### src/rtl/bst_pkg.sv
// Constants and types shared by the boundary-scan test port.
package bst_pkg;

  // ==========================================================
  // Register widths and codes
  localparam int          IR_W       = 4;
  localparam int          ID_W       = 32;
  localparam int          CFG_W      = 8;
  localparam logic [3:0]  IR_CAPTURE = 4'h1;
  localparam logic [3:0]  IR_IDCODE  = 4'h2;
  localparam logic [3:0]  IR_BYPASS  = 4'hF;
  // Arbitrary identification value; bit 0 must stay set.
  localparam logic [31:0] ID_VALUE   = 32'h0A5C_0001;
  localparam logic [7:0]  CFG_RST    = 8'h00;
  localparam logic [2:0]  TMS_RESET_CYCLES = 3'h5;

  // ==========================================================
  // Controller states
  typedef enum logic [3:0] {
    S_TLR  = 4'b0000,
    S_RTI  = 4'b0001,
    S_SDRS = 4'b0010,
    S_CDR  = 4'b0011,
    S_SDR  = 4'b0100,
    S_E1DR = 4'b0101,
    S_PDR  = 4'b0110,
    S_E2DR = 4'b0111,
    S_UDR  = 4'b1000,
    S_SIRS = 4'b1001,
    S_CIR  = 4'b1010,
    S_SIR  = 4'b1011,
    S_E1IR = 4'b1100,
    S_PIR  = 4'b1101,
    S_E2IR = 4'b1110,
    S_UIR  = 4'b1111
  } bst_state_t;

endpackage

### src/rtl/bst_tap.sv
// Boundary-scan test access port sampled on the core clock.
`timescale 1ns/1ps
`default_nettype none

module bst_tap
  import bst_pkg::*;
(
  input  wire logic             CORE_CLK,           // Core clock, 100 MHz.
  input  wire logic             RST,                // Synchronous reset, active high.
  input  wire logic             TCK,                // Test clock pin.
  input  wire logic             TMS,                // Test mode select pin.
  input  wire logic             TDI,                // Test data in pin.
  input  wire logic             TRST_N,             // Test reset pin, active low.
  input  wire logic             FIFO_MASTER_INIT_N, // FIFO master reset pin.
  input  wire logic [CFG_W-1:0] CFG_PINS,           // Configuration pins.
  output logic                  TDO,                // Test data out.
  output logic                  TDO_OE,             // Test data out enable.
  output logic                  Q_DRIVE_OK,         // FIFO data outputs may drive.
  output logic                  PTR_CLEAR,          // Clear pointers and output register.
  output logic      [CFG_W-1:0] CFG_LATCHED         // Configuration caught at init.
);

  // ==========================================================
  // Pin synchronisers
  logic             tck_s1_reg;
  logic             tck_s2_reg;
  logic             tck_s3_reg;
  logic             tms_s1_reg;
  logic             tms_s2_reg;
  logic             tdi_s1_reg;
  logic             tdi_s2_reg;
  logic             trst_s1_reg;
  logic             trst_s2_reg;
  logic             mri_s1_reg;
  logic             mri_s2_reg;
  logic [CFG_W-1:0] cfg_s1_reg;
  logic [CFG_W-1:0] cfg_s2_reg;

  // The test clock is sampled, so it must stay well below half the core rate.
  always_ff @(posedge CORE_CLK) begin
    if (RST) begin
      tck_s1_reg  <= 1'b0;
      tck_s2_reg  <= 1'b0;
      tck_s3_reg  <= 1'b0;
      tms_s1_reg  <= 1'b1;
      tms_s2_reg  <= 1'b1;
      tdi_s1_reg  <= 1'b1;
      tdi_s2_reg  <= 1'b1;
      trst_s1_reg <= 1'b1;
      trst_s2_reg <= 1'b1;
      mri_s1_reg  <= 1'b1;
      mri_s2_reg  <= 1'b1;
      cfg_s1_reg  <= CFG_RST;
      cfg_s2_reg  <= CFG_RST;
    end else begin
      tck_s1_reg  <= TCK;
      tck_s2_reg  <= tck_s1_reg;
      tck_s3_reg  <= tck_s2_reg;
      tms_s1_reg  <= TMS;
      tms_s2_reg  <= tms_s1_reg;
      tdi_s1_reg  <= TDI;
      tdi_s2_reg  <= tdi_s1_reg;
      trst_s1_reg <= TRST_N;
      trst_s2_reg <= trst_s1_reg;
      mri_s1_reg  <= FIFO_MASTER_INIT_N;
      mri_s2_reg  <= mri_s1_reg;
      cfg_s1_reg  <= CFG_PINS;
      cfg_s2_reg  <= cfg_s1_reg;
    end
  end

  logic tck_rise;
  logic tck_fall;

  // Edges of the sampled test clock pace all test work except the test reset from TRST_N, which forces S_TLR on any core cycle.
  assign tck_rise = tck_s2_reg & ~tck_s3_reg;
  assign tck_fall = ~tck_s2_reg & tck_s3_reg;

  // ==========================================================
  // Controller state machine
  function automatic bst_state_t tap_next(input bst_state_t s, input logic m);
    case (s)
      S_TLR:   tap_next = m ? S_TLR  : S_RTI;
      S_RTI:   tap_next = m ? S_SDRS : S_RTI;
      S_SDRS:  tap_next = m ? S_SIRS : S_CDR;
      S_CDR:   tap_next = m ? S_E1DR : S_SDR;
      S_SDR:   tap_next = m ? S_E1DR : S_SDR;
      S_E1DR:  tap_next = m ? S_UDR  : S_PDR;
      S_PDR:   tap_next = m ? S_E2DR : S_PDR;
      S_E2DR:  tap_next = m ? S_UDR  : S_SDR;
      S_UDR:   tap_next = m ? S_SDRS : S_RTI;
      S_SIRS:  tap_next = m ? S_TLR  : S_CIR;
      S_CIR:   tap_next = m ? S_E1IR : S_SIR;
      S_SIR:   tap_next = m ? S_E1IR : S_SIR;
      S_E1IR:  tap_next = m ? S_UIR  : S_PIR;
      S_PIR:   tap_next = m ? S_E2IR : S_PIR;
      S_E2IR:  tap_next = m ? S_UIR  : S_SIR;
      S_UIR:   tap_next = m ? S_SDRS : S_RTI;
      default: tap_next = S_TLR;
    endcase
  endfunction

  bst_state_t state_reg;

  // Core reset leaves the controller idle rather than reset, so the FIFO
  // outputs stay off until the tester resets the port itself.
  always_ff @(posedge CORE_CLK) begin
    if (RST) begin
      state_reg <= S_RTI;
    end else if (!trst_s2_reg) begin
      state_reg <= S_TLR;
    end else if (tck_rise) begin
      state_reg <= tap_next(state_reg, tms_s2_reg);
    end
  end

  // ==========================================================
  // Instruction and data registers
  logic [IR_W-1:0] ir_reg;
  logic [IR_W-1:0] ir_sh_reg;
  logic [ID_W-1:0] id_sh_reg;
  logic            byp_reg;
  logic            sel_id;

  assign sel_id = (ir_reg == IR_IDCODE);

  always_ff @(posedge CORE_CLK) begin
    if (RST || state_reg == S_TLR) begin
      ir_reg <= IR_IDCODE;
    end else if (tck_rise && state_reg == S_UIR) begin
      ir_reg <= ir_sh_reg;
    end
  end

  always_ff @(posedge CORE_CLK) begin
    if (RST) begin
      ir_sh_reg <= IR_CAPTURE;
    end else if (tck_rise && state_reg == S_CIR) begin
      ir_sh_reg <= IR_CAPTURE;
    end else if (tck_rise && state_reg == S_SIR) begin
      ir_sh_reg <= {tdi_s2_reg, ir_sh_reg[IR_W-1:1]};
    end
  end

  always_ff @(posedge CORE_CLK) begin
    if (RST) begin
      id_sh_reg <= ID_VALUE;
      byp_reg   <= 1'b0;
    end else if (tck_rise && state_reg == S_CDR) begin
      id_sh_reg <= ID_VALUE;
      byp_reg   <= 1'b0;
    end else if (tck_rise && state_reg == S_SDR) begin
      if (sel_id) begin
        id_sh_reg <= {tdi_s2_reg, id_sh_reg[ID_W-1:1]};
      end else begin
        byp_reg <= tdi_s2_reg;
      end
    end
  end

  // ==========================================================
  // Test data out
  logic in_shift;
  logic sh_bit;

  assign in_shift = (state_reg == S_SDR) || (state_reg == S_SIR);
  assign sh_bit   = (state_reg == S_SIR) ? ir_sh_reg[0] :
                    (sel_id ? id_sh_reg[0] : byp_reg);

  always_ff @(posedge CORE_CLK) begin
    if (RST) begin
      TDO    <= 1'b0;
      TDO_OE <= 1'b0;
    end else if (tck_fall) begin
      TDO    <= sh_bit;
      TDO_OE <= in_shift;
    end
  end

  // ==========================================================
  // FIFO side effects
  always_ff @(posedge CORE_CLK) begin
    if (RST) begin
      Q_DRIVE_OK <= 1'b0;
    end else if (state_reg == S_TLR) begin
      Q_DRIVE_OK <= 1'b1;
    end
  end

  // A test reset tied to master reset enables the outputs through S_TLR; this path only clears pointers and latches configuration.
  always_ff @(posedge CORE_CLK) begin
    if (RST) begin
      PTR_CLEAR   <= 1'b0;
      CFG_LATCHED <= CFG_RST;
    end else begin
      PTR_CLEAR <= ~mri_s2_reg;
      if (!mri_s2_reg) begin
        CFG_LATCHED <= cfg_s2_reg;
      end
    end
  end

  // ==========================================================
  // Checks
  logic [2:0] tms_hi_cnt_reg;

  always_ff @(posedge CORE_CLK) begin
    if (RST || !trst_s2_reg) begin
      tms_hi_cnt_reg <= 3'h0;
    end else if (tck_rise) begin
      if (!tms_s2_reg) begin
        tms_hi_cnt_reg <= 3'h0;
      end else if (tms_hi_cnt_reg != TMS_RESET_CYCLES) begin
        tms_hi_cnt_reg <= tms_hi_cnt_reg + 3'h1;
      end
    end
  end
endmodule

`default_nettype wire

### config.mk
export PLATFORM = sky130hd
export DESIGN_NAME = bst_tap
export DESIGN_NICKNAME = d
export VERILOG_FILES = /design/src/rtl/bst_pkg.sv /design/src/rtl/bst_tap.sv
export SDC_FILE = /design/constraint.sdc
export NUM_CORES = 1
export LEC_CHECK = 0
export BUFFER_PORTS_ARGS = -buffer_cell sky130_fd_sc_hd__buf_2
export CORE_ASPECT_RATIO = 2
export CORE_MARGIN = 2
export CORE_UTILIZATION = 60
export CTS_CLUSTER_SIZE = 24
export DETAILED_ROUTE_END_ITERATION = 10
export PLACE_DENSITY = 0.86
export SLEW_MARGIN = 20
export SYNTH_ARGS = -nofsm -noshare
export SYNTH_HDL_FRONTEND = slang
export SYNTH_SLANG_ARGS = --single-unit
### constraint.sdc
create_clock -name CORE_CLK -period 3.25 [get_ports CORE_CLK]
set_input_delay 0.65 -clock CORE_CLK [delete_from_list [all_inputs] [get_ports CORE_CLK]]
set_output_delay 0.65 -clock CORE_CLK [all_outputs]
set_load 0.03 [all_outputs]
==> results.toml, run 1 <==
[critical_path]
r2r_start = "tck_s2_reg"
crit_arrival_ns = 2.22
crit_fanout = 32
endpoint = "id_sh_reg[23]"
critical_path_class = "reg2reg"
reg2reg_depth = 5
worst_r2r_endpoint = "id_sh_reg[23]"
critPathCaptureType = "flip-flop"
crit_start = "tck_s2_reg"
r2r_slack_ns = 1.33
critPathLaunchType = "flip-flop"
cp_data_required_time_ns = 3.54

[sta]
fmax_mhz = 520
slew_viol_final = 0
fin_worst_skew_ns = 0.0109
setup-tns-final_ns = 0
rsz0062_at_grt = "no"
period_share_pct = 59.2
setup_viol = 0
relSlewSlack_pct = 49.6
hold_viol_final = 0
post-route-min-period_ns = 1.92
worst_pin_slew_ns = 0.754

[layout]
largest_reg_flops = 32
stdcell_area_sq_um = 3390
antenna_cells = 0
areaGrowthSynthToFinish_pct = 9.05
nFillCells = 436
final_layout_size_suffix_gt1_share_pct = 18.5
nets = 367

[placed_design]
postPlaceCellArea_sq_um = 3200
port_buffers = 26
place_congestion = 0.788
hpwlAfterDp_microns = 3520

[synthesis]
synth.most_common_cell = "dfxtp_1"
syn_inst = 336
yosysWarnings = 0
synth.distinct_cells = 36
synth-async-reset-ratio_pct = 0
ys_seq_area_share_pct = 54.1
syn_area_per_cell_sq_um = 9.26
synth_top_area_share_pct = 54.1
synth_edf_count = 0
yosysTopAreaCell = "dfxtp_1"
synthTopCellsByArea = "dfxtp_1 (54%), nand2_1 (8.1%), nor2b_1 (4.6%), a21oi_1 (4.5%), mux2i_1 (4.2%)"
syn_area_sq_um = 3110
synthFlopType = "dfxtp_1"
ys_ff_latch = 84
synthTopCellsByCount = "dfxtp_1 (84), nand2_1 (67), a21oi_1 (28)"
syn_nets = 351

[clock_tree]
cts_buffers = 9
clk_latency_ns = 0.36
clkSinkCount = 84
cts_htree_levels = 3
clk_pin_slew_ns = 0.08
cts_setup_buffers = 0
cts_root_buf = "clkbuf_8"
clock_path_buffers = 2
cts_tree = "yes"
cts_hold_buf = 0
cts_resized = 0

[global_routing]
grt_first_pass_wirelength_microns = 9040
grt_pass1_vias = 2154
overflow = 0
grt_usage_pct = 21.5
antenna_found_initial = 0
grt_max_degree = 49

[floorplan]
start_util_pct = 61.1
die_w_microns = 54.9
design.core.area_sq_um = 5090
num_rows = 37
die_h_microns = 106
io_pins = 27
dieArea_sq_um = 5810

[detailed_routing]
postRouteAntennaNets = 0
via_count = 2239
drt_iter0_drc = 79
drc = 0
wire_per_inst_microns = 12.8
avgViaCountPerCell = 5.40
wirelength_microns = 5290
drt_pass1_iterations = 4

[min_path]
hp-class = "reg2reg"
worstHoldPathCells = 1

[flow_run]
drv_cap = 0

[pwr]
p_leak_uw = 0.00136
ir_drop_v = 0.000480
power_density_nw_per_um2 = 547

[status]
run_status = "completed"
==> per-stage QoR <==
step	power, uW	hold WS (ns)	util, %	worst slack, ns	cells
after floorplan	1140	0.389	-	1.82	336
after global placement	1160	0.393	62.8	1.32	399
after detailed placement	1170	0.395	62.8	1.30	399
after CTS	1880	0.406	66.6	1.32	415
after global routing	1920	0.422	66.6	1.12	415
final	1860	0.401	66.6	1.33	415
==> cell usage in the layout (no fill, tap or decap), types with 4 or more instances in the layout <==
master and n:
dfxtp_1 84, inv_1 4, clkbuf_8 9, nand2_1 67
mux2i_1 13, a21oi_1 28, nand3_1 13, nor2b_1 23
nor2_1 18, nand2b_1 8, buf_2 26, a21oi_2 9
o21ai_0 6, or2_2 8
==> kinds of logic (layout without fill, tap and decap cells) <==
logic type / count (synthesis) / after routing / share of synthesized area (%)
AOI/OAI and AO/OA: 58 / 58 / 12.0
buffers and inverters: 28 / 49 / 4.87
muxes: 13 / 13 / 4.18
DFF: 84 / 84 / 54.1
xor gates and xnor gates: 1 / 1 / 0.282
and+or+nand+nor: 152 / 152 / 24.6
==> layout make-up <==
type	instances	area, sq um	share of cell area, %
Sequential cell	84	1680	49.6
Multi-Input combinational cell	224	1280	37.7
Timing Repair Buffer	29	153	4.50
Clock buffer	10	128	3.76
Tap cell	58	72.6	2.14
Clock inverter	6	65.1	1.92
Inverter	4	15.0	0.443
==> layer usage <==
layer / GRT usage [%] / vias up / share of wire, % / wire (microns)
met5: 0 / - / 0 / 0
met4: 11.5 / 0 / 3.6 / 188
met3: 7.22 / 15 / 3.7 / 195
met2: 35.1 / 48 / 53 / 2820
met1: 23.0 / 1029 / 40 / 2100
li1: - / 1147 / - / -
==> critical path: stages (launching register included) <==
cell     delay (ns)
dfxtp_1        0.39
nor2b_1        0.64
and3_1         0.27
buf_4          0.31
nand2_1        0.11
a21oi_1        0.14
==> where the power goes <==
group | total, uW | switching, uW | internal, uW | leakage, uW
combinational | 74.5 | 43.5 | 31.1 | 0.000582
sequential | 1070 | 17.2 | 1050 | 0.000684
clock | 715 | 360 | 355 | 0.0000962
==> how the worst min path moves through the flow <==
stage                     slack [ns]       start          to
after floorplan                 0.39  mri_s1_reg  mri_s2_reg
after global placement          0.39  tdi_s1_reg  tdi_s2_reg
after detailed placement        0.39  tms_s1_reg  tms_s2_reg
after CTS                       0.41  mri_s1_reg  mri_s2_reg
after global routing            0.42  mri_s1_reg  mri_s2_reg
final                           0.40  mri_s1_reg  mri_s2_reg
(Power assumes the default switching activity.)
==> inputs of run 2 (changes only) <==
ABC_AREA = 1   (was unset)
CORE_UTILIZATION = 58   (was 60)
PLACE_DENSITY = 0.84   (was 0.86)
clock period = 1.8 ns   (was 3.25 ns; I/O delays follow)
==> run 2 against run 1 <==
Compared with the run above:
- critical path depth up 4
- first-iteration DRC count up 1.3%
- routed wire length up 8.7%
- largest power group unchanged
- fmax up 18%
- setup slack worse by 1.2 ns
==> results.toml, run 2 <==
[status]
run_status = "completed"

[global_routing]
grt_max_degree = 33
grt_first_pass_wirelength_microns = 9940
grt_pass1_vias = 2407
overflow = 0
antenna_found_initial = 0
grt_usage_pct = 21.6

[floorplan]
die_h_microns = 106
start_util_pct = 59.8
design.core.area_sq_um = 5090
dieArea_sq_um = 5880
num_rows = 37
die_w_microns = 55.3
io_pins = 27

[synthesis]
synth_xor_area_share_pct = 0
synthFlopType = "dfxtp_1"
synthMuxAreaShare_pct = 0
yosysTopAreaCell = "dfxtp_1"
syn_area_per_cell_sq_um = 7.56
synth_top_family_by_area = "simple AND/OR/NAND/NOR gates"
synthTopCellsByArea = "dfxtp_1 (55%), nor2_1 (14%), nand2_1 (7.4%), o21ai_0 (6.4%), inv_1 (5.1%)"
ys_seq_area_share_pct = 55.2
synth-async-reset-ratio_pct = 0
syn_area_sq_um = 3050
synth_edf_count = 0
syn_inst = 403
synth_simple_gate_area_share_pct = 26.4
synthTopCellsByCount = "nor2_1 (110), dfxtp_1 (84), nand2_1 (60)"
synth_top_area_share_pct = 55.2
yosysWarnings = 0
syn_nets = 418
synth.most_common_cell = "nor2_1"
ys_ff_latch = 84
synthAdderAreaFrac_pct = 0
synth-compound-area-share_pct = 10.5
synth.distinct_cells = 24

[sta]
post-route-min-period_ns = 1.63
setup-tns-final_ns = 0
fin_worst_skew_ns = 0.00979
setup_ws_ns = 0.168
setup_viol = 0
rsz0062_at_grt = "no"
hold_viol_final = 0
period_share_pct = 90.7
slew_viol_final = 0
fmax_mhz = 613
worst_pin_slew_ns = 0.421
relSlewSlack_pct = 71.9

[critical_path]
r2r_slack_ns = 0.17
crit_arrival_ns = 1.92
reg2reg_depth = 9
critPathLaunchType = "flip-flop"
crit_fanout = 32
cp_data_required_time_ns = 2.08
worst_r2r_endpoint = "id_sh_reg[29]"
critPathCaptureType = "flip-flop"
r2r_start = "state_reg[2]"
critical_path_class = "reg2reg"
cpMaxStageDelayCell = "dfxtp_1"
crit_chain = "nand2_1 -> inv_2 -> nand2_1 -> nor2_2 -> inv_2 -> nor2_4 -> buf_6 -> o21ai_0 -> nor2_1"
crit_buf_inv = 3
cp_slowest_stage_delay_ns = 0.45
cpLargestDelayFamily = "simple AND/OR/NAND/NOR gates"

[min_path]
hp-class = "in2reg"
min_from = "TDI"
worstHoldPathCells = 2
holdPathEnd = "tdi_s1_reg"

[clock_tree]
clk_latency_ns = 0.35
cts_setup_buffers = 0
clock_path_buffers = 2
cts_htree_levels = 3
cts_hold_buf = 0
cts_tree = "yes"
clk_pin_slew_ns = 0.08
cts_buffers = 9
clkSinkCount = 84
cts_root_buf = "clkbuf_8"

[detailed_routing]
wire_per_inst_microns = 11.7
drt_iter0_drc = 80
wirelength_microns = 5750
via_count = 2508
drt_pass1_iterations = 4
postRouteAntennaNets = 0
drc = 0
avgViaCountPerCell = 5.09

[layout]
final_layout_size_suffix_gt1_share_pct = 14.0
nets = 445
areaGrowthSynthToFinish_pct = 11.9
final_cell_mix = "nor2_1 (110), dfxtp_1 (84), nand2_1 (60)"
layout_commonest_cell = "nor2_1"
largest_reg_flops = 32
nFillCells = 447
antenna_cells = 0

[placed_design]
port_buffers = 26
place_ws_ns = 0.213
place_congestion = 0.956
hpwlAfterDp_microns = 4090

[pwr]
ir_drop_v = 0.000736
power_density_nw_per_um2 = 977
p_leak_uw = 0.00170

[flow_run]
drv_cap = 0
run 2: changes by cell type after synthesis, moves of 13 or more:
cell and change:
nor2_1 +92, inv_1 +37, o21ai_0 +33, nor2b_1 -23, a21oi_1 -18, mux2i_1 -13
run 2: per-stage QoR:
stage	utilization, %	power, uW	instances	instance area [sq um]	hold WS (ns)
after floorplan	-	2080	403	3050	0.388
after CTS	66.8	3360	493	3400	0.175
after global placement	63.1	2140	477	3210	0.390
after detailed placement	63.1	2140	477	3210	0.393
after global routing	67.0	3440	493	3410	0.187
final	67.0	3330	493	3410	0.188
run 2: cells by family (layout without fill, tap and decap cells):
| kind of cell | count (synthesis) | after routing |
|---|---|---|
| buffers and inverters | 60 | 92 |
| AO/OA/AOI/OAI | 61 | 61 |
| AND/OR/NAND/NOR | 198 | 198 |
| flip-flops | 84 | 84 |
run 2: what timing repair did:
action                     in CTS  in global routing
setup endpoints to repair       0                  7
gates resized for setup         0                  3
hold endpoints to repair        0                  0
run 2: routing by layer:
layer,vias to the layer above,GRT usage [%],routed length (microns)
met2,51,38.0,2920
li1,1298,-,-
met4,0,16.2,269
met5,-,0,0
met1,1133,21.6,2370
met3,26,4.50,190
run 2: worst max path at each step:
stage	from	end	depth (start not counted)	slack, ns
finish	state_reg[2]	id_sh_reg[29]	9	0.17
global route	state_reg[2]	id_sh_reg[29]	9	0.03
CTS	state_reg[2]	id_sh_reg[29]	9	0.17
detailed placement	state_reg[2]	id_sh_reg[30]	9	0.21
global placement	state_reg[3]	id_sh_reg[13]	10	0.22
floorplan	state_reg[1]	id_sh_reg[4]	10	0.41
run 2: cell type report:
cell class | instances | area [sq um] | area share, %
Sequential cell | 84 | 1680 | 49.3
Clock buffer | 13 | 169 | 4.95
Multi-Input combinational cell | 259 | 1120 | 33.0
Clock inverter | 3 | 20.0 | 0.587
Tap cell | 58 | 72.6 | 2.13
Inverter | 45 | 171 | 5.03
Timing Repair Buffer | 31 | 171 | 5.03
run 2: where the power goes:
group          leakage (uW)  switching (uW)  internal, uW
combinational      0.000922             115          60.2
clock             0.0000917             619           612
sequential         0.000685            22.6          1900
==> inputs of run 3 (changes only) <==
CELL_PAD_IN_SITES_DETAIL_PLACEMENT = 0   (was unset)
CELL_PAD_IN_SITES_GLOBAL_PLACEMENT = 1   (was unset)
CORE_UTILIZATION = 40   (was 58)
PLACE_DENSITY = 0.8   (was 0.84)
==> run 3 against run 2 <==
Compared with the run above:
- flip-flop and latch count did not move
- final area rose by 5.8%
- final cell count rose by 7.7%
- setup slack improved by 0.14 ns
- register-to-register slack improved by 0.14 ns
- combinational power barely moved
==> results.toml, run 3 (synthesis gave the netlist of run 2 again) <==
[placed_design]
place_inst = 516
place_ws_ns = 0.238
port_buffers = 26
place_congestion = 0.796
hpwlAfterDp_microns = 3700

[clock_tree]
cts_tree = "yes"
cts_setup_buffers = 0
cts_buffers = 9
cts_root_buf = "clkbuf_16"
cts_resized = 0
clock_path_buffers = 2
clk_latency_ns = 0.33
cts_htree_levels = 3
clk_pin_slew_ns = 0.06
clkSinkCount = 84
cts_hold_buf = 0

[critical_path]
critPathCaptureType = "flip-flop"
crit_arrival_ns = 1.76
critical_path_class = "reg2reg"
critPathLaunchType = "flip-flop"
crit_fanout = 32
cp_data_required_time_ns = 2.07

[floorplan]
start_util_pct = 40.7
num_rows = 45
die_w_microns = 65.7
die_h_microns = 127
dieArea_sq_um = 8370
design.core.area_sq_um = 7490
io_pins = 27

[pwr]
power_density_nw_per_um2 = 1100
ir_drop_v = 0.000685
p_leak_uw = 0.00177

[layout]
largest_reg_flops = 32
areaGrowthSynthToFinish_pct = 18.4
final_cell_mix = "nor2_1 (110), dfxtp_1 (84), nand2_1 (60)"
instances_no_fill = 531
fin_util_pct = 48.2
layout_commonest_cell = "nor2_1"
nets = 448
antenna_cells = 0
final_layout_size_suffix_gt1_share_pct = 14.6

[sta]
slew_viol_final = 0
holdWs_ns = 0.212
setup_viol = 0
hold_viol_final = 0
fin_worst_skew_ns = 0.00617
setup-tns-final_ns = 0
setup_ws_ns = 0.306
worst_pin_slew_ns = 0.446
period_share_pct = 83.0
fmax_mhz = 669
post-route-min-period_ns = 1.49
relSlewSlack_pct = 70.2
rsz0062_at_grt = "no"

[status]
run_status = "completed"

[global_routing]
grt_pass1_vias = 2165
grt_first_pass_wirelength_microns = 9800
grt_max_degree = 33
overflow = 0
grt_usage_pct = 15.0
antenna_found_initial = 0

[detailed_routing]
drt_pass1_iterations = 4
drt_iter0_drc = 151
drc = 0
wire_per_inst_microns = 10.4
avgViaCountPerCell = 4.46
via_count = 2370
wirelength_microns = 5520
postRouteAntennaNets = 0

[flow_run]
drv_cap = 0

[min_path]
hp-class = "in2reg"
[run 3: per-stage QoR]
stage | cell area (sq um) | total power (uW)
floorplan | 3050 | 2080
finish | 3610 | 3960
CTS | 3610 | 4020
global route | 3610 | 4130
global placement | 3290 | 2150
detailed placement | 3290 | 2140
[run 3: path summary, 6_finish.rpt]
check / slack, ns / endpoint / cells past startpoint / start
max: 0.31 / id_sh_reg[14] / 9 / state_reg[2]
max reg2reg: 0.31 / id_sh_reg[14] / 9 / state_reg[2]
min reg2reg: 0.40 / cfg_s2_reg[1] / 2 / cfg_s1_reg[1]
min: 0.21 / tms_s1_reg / 2 / TMS
[run 3: worst max-delay path: stages, from the launching register on]
cell and delay, ns:
dfxtp_1 0.44, nand2_1 0.14, inv_2 0.07, nand2_1 0.07, nor2_2 0.12, inv_2 0.06, nor2_4 0.14, buf_12 0.19
o21ai_0 0.09, nor2_1 0.11
[run 3: cell type report]
class                           count  area (sq um)
Clock inverter                      3          45.0
Fill cell                         760          3880
Timing Repair Buffer               34           203
Tap cell                           94           118
Sequential cell                    84          1680
Clock buffer                       12           267
Multi-Input combinational cell    259          1120
Inverter                           45           171
[run 3: report_power, final]
part / total [uW] / switching, uW / internal [uW]
Clock: 1860 / 679 / 1180
Combinational: 177 / 114 / 62.8
Sequential: 1920 / 21.1 / 1900
Total: 3960 / 814 / 3140
[run 3: per-layer routing]
metal / vias to the layer above / global-route usage [%] / part of all wire (%)
met5: - / 0 / 0
met4: 0 / 7.72 / 2.0
met3: 6 / 4.14 / 3.7
met2: 33 / 21.0 / 44
met1: 1020 / 20.9 / 51
li1: 1311 / - / -
